[src/core/cbf_pkg.sv]
package cbf_pkg;

  // data and register widths
  localparam int CBF_DW = 16;
  localparam int CBF_FLAGS_W = 11;
  localparam int CBF_BANK_BIT = 4;
  localparam int CBF_REG_AW = 4;
  localparam int CBF_GPR_AW = 3;
  localparam int CBF_NUM_GPR = 6;
  localparam int CBF_BYTE_MSB = 7;

  // register port offsets
  localparam logic [CBF_REG_AW-1:0] CBF_OFS_BASE = 4'h0;
  localparam logic [CBF_REG_AW-1:0] CBF_OFS_FLAGS = 4'h1;

  // values after reset
  localparam logic [CBF_DW-1:0] CBF_BASE_RST = 16'h0000;
  localparam logic [CBF_FLAGS_W-1:0] CBF_FLAGS_RST = 11'h000;
  localparam logic [CBF_DW-1:0] CBF_RDATA_RST = 16'h0000;

  // flag register layout, lsb is carry
  typedef struct packed {
    logic [4:0] spare;
    logic ovf;
    logic bank;
    logic sign;
    logic zero;
    logic debug;
    logic carry;
  } cbf_flags_t;

  // one alu result with the flags that the instruction defines
  typedef struct packed {
    logic valid;
    logic word;
    logic [CBF_DW-1:0] result;
    logic carry;
    logic ovf;
    logic def_c;
    logic def_z;
    logic def_s;
    logic def_o;
  } cbf_alu_upd_t;

endpackage

[src/core/cbf_bank_mem.sv]
`timescale 1ns/10ps
module cbf_bank_mem #(
  parameter int DW = 16,
  parameter int AW = 4
) (
  // clock and reset
  input wire logic clk,
  input wire logic rst_n,
  // write side
  input wire logic we,
  input wire logic [AW-1:0] waddr,
  input wire logic [DW-1:0] wdata,
  // read side
  input wire logic re,
  input wire logic [AW-1:0] raddr,
  output logic [DW-1:0] rdata
);

  logic [DW-1:0] mem_q [2**AW];
  logic [DW-1:0] rdata_ff;

  // storage, no reset on the array
  always_ff @(posedge clk) begin
    if (we) begin
      mem_q[waddr] <= wdata;
    end
  end

  // registered read, zero when idle
  always_ff @(posedge clk or negedge rst_n) begin
    if (!rst_n) begin
      rdata_ff <= '0;
    end else if (re) begin
      rdata_ff <= mem_q[raddr];
    end else begin
      rdata_ff <= '0;
    end
  end

  assign rdata = rdata_ff;

endmodule

[src/core/cbf_flag_calc.sv]
`timescale 1ns/10ps
module cbf_flag_calc (
  // flags before the result
  input cbf_pkg::cbf_flags_t base,
  // alu result
  input cbf_pkg::cbf_alu_upd_t upd,
  // flags after the result
  output cbf_pkg::cbf_flags_t nxt
);
  import cbf_pkg::*;

  logic res_zero;
  logic res_neg;

  // zero and sign follow the operand size
  always_comb begin
    if (upd.word) begin
      res_zero = (upd.result == 16'h0000); // RL5
      res_neg = upd.result[CBF_DW-1]; // RL6
    end else begin
      res_zero = (upd.result[CBF_BYTE_MSB:0] == 8'h00); // RL5
      res_neg = upd.result[CBF_BYTE_MSB]; // RL6
    end
  end

  // undefined flags keep their value
  always_comb begin
    nxt = base; // RL10
    if (upd.valid) begin
      if (upd.def_c) begin
        nxt.carry = upd.carry; // RL3
      end
      if (upd.def_z) begin
        nxt.zero = res_zero; // RL5
      end
      if (upd.def_s) begin
        nxt.sign = res_neg; // RL6
      end
      if (upd.def_o) begin
        nxt.ovf = upd.ovf; // RL8
      end
    end
  end

endmodule

[src/core/cbf_core.sv]
`timescale 1ns/10ps
// How it works
// RL1 - a 16-bit static base register supplies the base-relative addressing base
// RL2 - an 11-bit flag register holds the processor state
// RL3 - carry flag takes carry, borrow or shifted-out bit from the alu
// RL4 - software keeps the debug flag at zero; it is only for debugging
// RL5 - zero flag is 1 for a zero arithmetic result, else 0
// RL6 - sign flag is 1 for a negative arithmetic result, else 0
// RL7 - bank flag 0 selects register bank 0, 1 selects bank 1
// RL8 - overflow flag is 1 when an operation overflows, else 0
// RL9 - bank switch redirects register accesses, contents of both banks stay intact
// RL10 - flags an instruction does not define keep their previous value
module cbf_core #(
  parameter int GPR_NUM = cbf_pkg::CBF_NUM_GPR
) (
  // clock and reset
  input wire logic CLK_SYS,
  input wire logic RESETN,
  // register port
  input wire logic [cbf_pkg::CBF_REG_AW-1:0] REG_ADDR,
  input wire logic [cbf_pkg::CBF_DW-1:0] REG_WDATA,
  input wire logic REG_WR,
  input wire logic REG_RD,
  output logic [cbf_pkg::CBF_DW-1:0] REG_RDATA,
  // alu result
  input cbf_pkg::cbf_alu_upd_t ALU_UPD,
  // general register access
  input wire logic GPR_WR,
  input wire logic [cbf_pkg::CBF_GPR_AW-1:0] GPR_WADDR,
  input wire logic [cbf_pkg::CBF_DW-1:0] GPR_WDATA,
  input wire logic GPR_RD,
  input wire logic [cbf_pkg::CBF_GPR_AW-1:0] GPR_RADDR,
  output logic [cbf_pkg::CBF_DW-1:0] GPR_RDATA,
  // core state
  output logic [cbf_pkg::CBF_DW-1:0] STATIC_BASE,
  output cbf_pkg::cbf_flags_t CPU_FLAGS,
  output logic BANK_SEL
);
  import cbf_pkg::*;

  localparam int MEM_AW = CBF_GPR_AW + 1;
  localparam logic [CBF_GPR_AW:0] GPR_LIM = (CBF_GPR_AW + 1)'(GPR_NUM);

  logic [CBF_DW-1:0] base_ff;
  logic [CBF_DW-1:0] nxt_base;
  cbf_flags_t flags_ff;
  cbf_flags_t nxt_flags;
  cbf_flags_t flags_base;
  logic [CBF_DW-1:0] rdata_ff;
  logic [CBF_DW-1:0] nxt_rdata;
  logic base_wr;
  logic flags_wr;
  logic gpr_we;
  logic gpr_re;
  logic [MEM_AW-1:0] gpr_waddr;
  logic [MEM_AW-1:0] gpr_raddr;

  // register offset decode
  function automatic logic reg_hit(input logic [CBF_REG_AW-1:0] addr,
                                   input logic [CBF_REG_AW-1:0] ofs);
    return addr == ofs;
  endfunction

  // general register index check
  function automatic logic gpr_ok(input logic [CBF_GPR_AW-1:0] idx);
    return {1'b0, idx} < GPR_LIM;
  endfunction

  assign base_wr = REG_WR && reg_hit(REG_ADDR, CBF_OFS_BASE);
  assign flags_wr = REG_WR && reg_hit(REG_ADDR, CBF_OFS_FLAGS);

  // static base register
  always_comb begin
    nxt_base = base_ff;
    if (base_wr) begin
      nxt_base = REG_WDATA; // RL1
    end
  end

  always_ff @(posedge CLK_SYS or negedge RESETN) begin
    if (!RESETN) begin
      base_ff <= CBF_BASE_RST;
    end else begin
      base_ff <= nxt_base; // RL1
    end
  end

  // flag register, the alu wins over a software write on defined flags
  always_comb begin
    flags_base = flags_ff;
    if (flags_wr) begin
      flags_base = cbf_flags_t'(REG_WDATA[CBF_FLAGS_W-1:0]); // RL2
    end
  end

  cbf_flag_calc u_calc (
    .base(flags_base),
    .upd(ALU_UPD),
    .nxt(nxt_flags)
  );

  always_ff @(posedge CLK_SYS or negedge RESETN) begin
    if (!RESETN) begin
      flags_ff <= cbf_flags_t'(CBF_FLAGS_RST);
    end else begin
      flags_ff <= nxt_flags; // RL2
    end
  end

  // read data stand in the cycle after the strobe only
  always_comb begin
    nxt_rdata = CBF_RDATA_RST;
    if (REG_RD) begin
      if (reg_hit(REG_ADDR, CBF_OFS_BASE)) begin
        nxt_rdata = base_ff; // RL1
      end else if (reg_hit(REG_ADDR, CBF_OFS_FLAGS)) begin
        nxt_rdata = {{(CBF_DW - CBF_FLAGS_W){1'b0}}, flags_ff}; // RL2
      end
    end
  end

  always_ff @(posedge CLK_SYS or negedge RESETN) begin
    if (!RESETN) begin
      rdata_ff <= CBF_RDATA_RST;
    end else begin
      rdata_ff <= nxt_rdata;
    end
  end

  // banked general registers, the bank flag picks the copy
  assign gpr_we = GPR_WR && gpr_ok(GPR_WADDR);
  assign gpr_re = GPR_RD && gpr_ok(GPR_RADDR);
  assign gpr_waddr = {flags_ff.bank, GPR_WADDR}; // RL7
  assign gpr_raddr = {flags_ff.bank, GPR_RADDR}; // RL9

  cbf_bank_mem #(
    .DW(CBF_DW),
    .AW(MEM_AW)
  ) u_mem (
    .clk(CLK_SYS),
    .rst_n(RESETN),
    .we(gpr_we),
    .waddr(gpr_waddr),
    .wdata(GPR_WDATA),
    .re(gpr_re),
    .raddr(gpr_raddr),
    .rdata(GPR_RDATA)
  );

  assign REG_RDATA = rdata_ff;
  assign STATIC_BASE = base_ff;
  assign CPU_FLAGS = flags_ff;
  assign BANK_SEL = flags_ff.bank; // RL7

  // last value written to each banked slot, seen by the checks only
  logic [CBF_DW-1:0] shadow_q [2**MEM_AW];
  logic [2**MEM_AW-1:0] shadow_vld_ff;

  always_ff @(posedge CLK_SYS) begin
    if (gpr_we) begin
      shadow_q[gpr_waddr] <= GPR_WDATA;
    end
  end

  always_ff @(posedge CLK_SYS or negedge RESETN) begin
    if (!RESETN) begin
      shadow_vld_ff <= '0;
    end else if (gpr_we) begin
      shadow_vld_ff[gpr_waddr] <= 1'b1;
    end
  end
endmodule

[config.mk]
export PLATFORM = sky130hd
export DESIGN_NAME = cbf_core
export DESIGN_NICKNAME = d
export VERILOG_FILES = /design/src/core/cbf_pkg.sv /design/src/core/cbf_bank_mem.sv /design/src/core/cbf_flag_calc.sv /design/src/core/cbf_core.sv
export SDC_FILE = /design/constraint.sdc
export NUM_CORES = 1
export LEC_CHECK = 0
export BUFFER_PORTS_ARGS = -buffer_cell sky130_fd_sc_hd__buf_2
export CAP_MARGIN = 40
export CORE_MARGIN = 3
export CORE_UTILIZATION = 55
export CTS_BUF_LIST = sky130_fd_sc_hd__clkbuf_2 sky130_fd_sc_hd__clkbuf_4 sky130_fd_sc_hd__clkbuf_8
export DETAILED_ROUTE_END_ITERATION = 8
export PLACE_DENSITY = 0.77
export SLEW_MARGIN = 5
export SYNTH_ARGS = -nofsm -noshare
export SYNTH_HDL_FRONTEND = slang
export SYNTH_SLANG_ARGS = --single-unit
[constraint.sdc]
create_clock -name CLK_SYS -period 5.3 [get_ports CLK_SYS]
set_input_delay 0 -clock CLK_SYS [delete_from_list [all_inputs] [get_ports CLK_SYS]]
set_output_delay 0 -clock CLK_SYS [all_outputs]
set_load 0.02 [all_outputs]
Word level (Yosys, flattened, before mapping)
Memory sizes are Yosys's and may differ from the RTL's.
Cells that the tools add are included.

cells by class
  muxes and demuxes = 16
  reductions and logical operators = 7
  $lt $le $gt $ge = 2
  equality and inequality tests = 1

operators with widths
  kind                number
  $mux 16             3
  $logic_not 16->1    1
  $mux 11             1
  $mux 1              10
  $logic_not 8->1     1
  $lt 3x3->1 const B  2
  $mux 6              1
  $eq 4x1->1 const B  1
  $logic_and 1x1->1   4
  $logic_not 4->1     1
  $mux 2              1

storage, ports and cells
  logic and storage cells = 37
  register bits = 59
  output and inout port bits = 60
  memories = 1
  RAM bits = 256

memories
  memory       depth  bits a word  rd ports  clocked after memory_dff  write ports  RTL line            text
  u_mem.mem_q  16     16           1         0                         1            cbf_bank_mem.sv:19  logic [DW-1:0] mem_q [2**AW];

Logic depth before layout (Yosys ltp)
  word-level depth = 5
  mapped depth = 7

Cells and area by module
From an unflattened synthesis, not the netlist that was laid out.

second synthesis, totals
  cell total of the unflattened synthesis = 673
  area, all modules = 12305.6 um2

by module, submodules not included
  module         area an instance (um2)  times used  seq. area each (um2)  cells an instance
  cbf_bank_mem   10422.5                 1           8087.8                551
  cbf_core       1726.7                  1           1076.0                100
  cbf_flag_calc  156.4                   1           0.0                   22

Worst setup path after synthesis
No wires, ideal clock.

  kind = reg2reg
  from = register flags_ff, in the netlist BANK_SEL
  to = memory u_mem.mem_q[0][0], enable pin
  path buffers = 1
  cell stages (with the launch flop) = 3
  arrival time = 1920 ps
  path slack = 2971 ps
  period minus slack after synthesis = 2329 ps
  data required time = 4891 ps
  path through = dfrtp_1 clkbuf_1 nor3_1

RTL lines
  item                    RTL line            text
  from (decl)             cbf_core.sv:46      cbf_flags_t flags_ff;
  from (signal assigned)  cbf_core.sv:104     flags_ff <= cbf_flags_t'(CBF_FLAGS_RST);
  from (signal assigned)  cbf_core.sv:106     flags_ff <= nxt_flags;
  to (decl)               cbf_bank_mem.sv:19

No word-level cell before the write port.

Worst setup path in the final report
  from = register flags_ff, in the netlist BANK_SEL
  to = memory u_mem.mem_q[1][6], enable pin

No word-level cell before the write port.

==> impl_metrics.toml <==
[status]
status = "complete, no violations"

[global_routing]
grt_first_pass_wirelength_um = 34200
overflow = 0
antenna_found_initial = 1
grt_pass1_vias = 6043
track_usage = 0.229
grt_start_max_net_pins = 60

[power]
ir_worst_vdd_mv = 0.284
p_leak_nw = 4.67
pwr_density_cell_mw_per_mm2 = 364

[final_layout]
area_growth_pct = 22.8
postLayoutCellArea_sq_mm = 0.0120
num-nets-final = 812
layout-drive-gt1-share = 0.358
fillers = 1108
diodes = 0

[yosys]
synthFlopType = "edfxtp_1"
synthSimpleGateAreaFrac = 0.0362
synth_xor_area_frac = 0
synth_compound_area_frac = 0.0563
synth_seq_cells = 253
ys_seq_area_frac = 0.746
synth_fa_ha_area_frac = 0
synth.area.mux_share = 0.143
synth_edf_count = 194
ys_types = 39
synth_area_sq_mm = 0.00978
synth_top_family_by_area = "multiplexers"
ys_warn_count = 0
avgSynthCellArea_sq_um = 18.7
async_flop_share = 0.233
syn_inst = 523

[critical_path]
path_class = "flip-flop to flip-flop"
critPathCaptureType = "flip-flop"
crit_required_ns = 5.52
arrival_ns = 2.55
r2r_start = "BANK_SEL"
critPathLaunchType = "flip-flop"
worstSetupStartpoint = "BANK_SEL"
r2r_cells = 4
cp_max_fo = 17

[worst_hold_path]
min_from = "REG_ADDR[1]"
holdPathStages = 4
hp-class = "primary input to flip-flop"

[floorplanning]
num_rows = 48
die_h_um = 139
die-width_um = 139
io_pins = 132
start_util = 0.564
die-area_sq_mm = 0.0194
fp.coreArea_sq_mm = 0.0174

[timing]
relSlewSlack = 0.387
rsz0062_at_grt = "false"
fmax_mhz = 430
max_slew.worst_pin.slew_ns = 0.917
tns_ns = 0
setup_viol = 0
whs_ns = 0.0447
period_share = 0.438
finClkSkew_ns = 0.0133
drv_slew = 0
min_period_ns = 2.32
finalHoldViolations = 0

[drt]
via_per_inst = 5.77
drtIter0Drc = 372
num_vias = 5744
routedWlPerCell_um = 22.3
ant_nets = 0
dr.pass1.iters = 5
drc = 0
finalWirelength_um = 22200

[clock_network]
tritoncts = "done"
clock_latency_ns = 0.53
cts_setup_buffers = 0
clkSinkCount = 253
cts_max_level = 2
numCtsBuffers = 40
root_buffer = "clkbuf_8"
clkTransAtPathRegs_ns = 0.06
cts.path.max_buffers = 3

[run]
drv_cap = 0

[placed_design]
hpwl_um = 13400
place_area_sq_mm = 0.0107
gp_congestion = 0.947
port_buffers = 131
==> cells by family (layout without fill, tap and decap cells) <==
group,count (synthesis),count (layout)
and+or+nand+nor,68,68
DFF,253,253
buffers and inverters,29,276
other,1,2
AOI/OAI and AO/OA,80,80
muxes,92,92
==> synth_stat cells (8+ instances only) <==
library cell / count / area share
edfxtp_1: 194 / 0.60
dfrtp_1: 59 / 0.15
a21oi_1: 23 / 0.012
clkbuf_1: 11 / 0.0042
nor2b_1: 8 / 0.0051
o21ai_0: 13 / 0.0067
mux2i_1: 31 / 0.032
buf_2: 9 / 0.0046
mux4_1: 11 / 0.030
mux4_2: 21 / 0.048
a22o_1: 11 / 0.0098
o21ai_1: 13 / 0.0067
mux2_2: 24 / 0.028
nor2_1: 27 / 0.010
==> sequential cells by signal, indices dropped and copies added, names as in the netlist <==
signal	count
u_mem.mem_q	194
REG_RDATA	16
STATIC_BASE	16
u_mem.rdata	16
CPU_FLAGS	10
BANK_SEL	1
==> layout make-up <==
| type | count | area (sq um) | area share |
|---|---|---|---|
| sequential | 253 | 7300 | 0.608 |
| clock inverter | 10 | 46.3 | 0.00385 |
| clock buffer | 63 | 729 | 0.0607 |
| timing repair buffer | 201 | 1310 | 0.109 |
| tap | 225 | 282 | 0.0234 |
| multi-input combinational | 242 | 2330 | 0.194 |
| inverter | 2 | 7.51 | 0.000625 |
==> worst max-delay path, stage by stage, from the launching register on <==
cell	delay, ns
dfrtp_1	0.60
inv_1	0.30
nand2_1	0.13
nor2_1	0.65
buf_4	0.33
==> layer usage <==
layer	up-vias	GRT usage	part of all wire	wire length, um
met5	-	0	0.00059	13
met2	292	0.383	0.50	11100
li1	2522	-	-	-
met4	2	0.0767	0.024	544
met1	2880	0.298	0.39	8770
met3	48	0.0564	0.080	1770
==> report_power, final <==
part           internal, mW  total [mW]  leakage [nW]  switching [mW]
clock                 0.873        1.59         0.411           0.719
sequential             2.23        2.29          2.50          0.0567
combinational         0.199       0.492          1.76           0.293
total                  3.31        4.37          4.67            1.07
==> timing repair <==
item | 4_1_cts | 5_1_grt
hold buffers | 49 | 0
resized for setup | 0 | 0
endpoints found under the hold margin | 301 | 0
==> placed cells by master, fill, tap and decap left out, types with 4 or more instances in the layout <==
cell	synthesis	layout
edfxtp_1	194	194
buf_2	9	130
dfrtp_1	59	59
dlygate4sd3_1	0	49
clkbuf_8	0	41
mux2i_1	31	31
nor2_1	27	26
mux2_2	24	24
a21oi_1	23	23
clkbuf_4	0	22
mux4_2	21	21
buf_4	3	21
o21ai_1	13	13
o21ai_0	13	13
mux4_1	11	11
a22o_1	11	11
nor2b_1	8	8
a221oi_2	7	7
nand2_1	7	7
clkinv_1	0	7
and2_1	6	6
a221oi_1	6	6
nor4_1	5	5
mux2_1	5	5
nor3_2	1	4
==> stage by stage <==
step | std cells | setup WS (ns) | util | power, mW
2_1_floorplan | 524 | 2.97 | - | 2.59
3_3_place_gp | 870 | 3.04 | 0.617 | 2.77
3_5_place_dp | 874 | 3.01 | 0.619 | 2.79
4_1_cts | 996 | 3.00 | 0.692 | 4.40
5_1_grt | 996 | 2.88 | 0.692 | 4.54
6_report | 996 | 2.98 | 0.692 | 4.37
==> path summary, 6_finish.rpt <==
check,slack [ns],end
min,0.04,REG_RDATA[2]
max,2.98,u_mem.mem_q[1][6]
max in group asynchronous,4.56,u_mem.rdata[0]
max reg2reg,2.98,u_mem.mem_q[1][6]
min in group asynchronous,0.20,STATIC_BASE[13]
min reg2reg,0.51,REG_RDATA[13]
No activity file was read; power rests on OpenSTA's default activity.
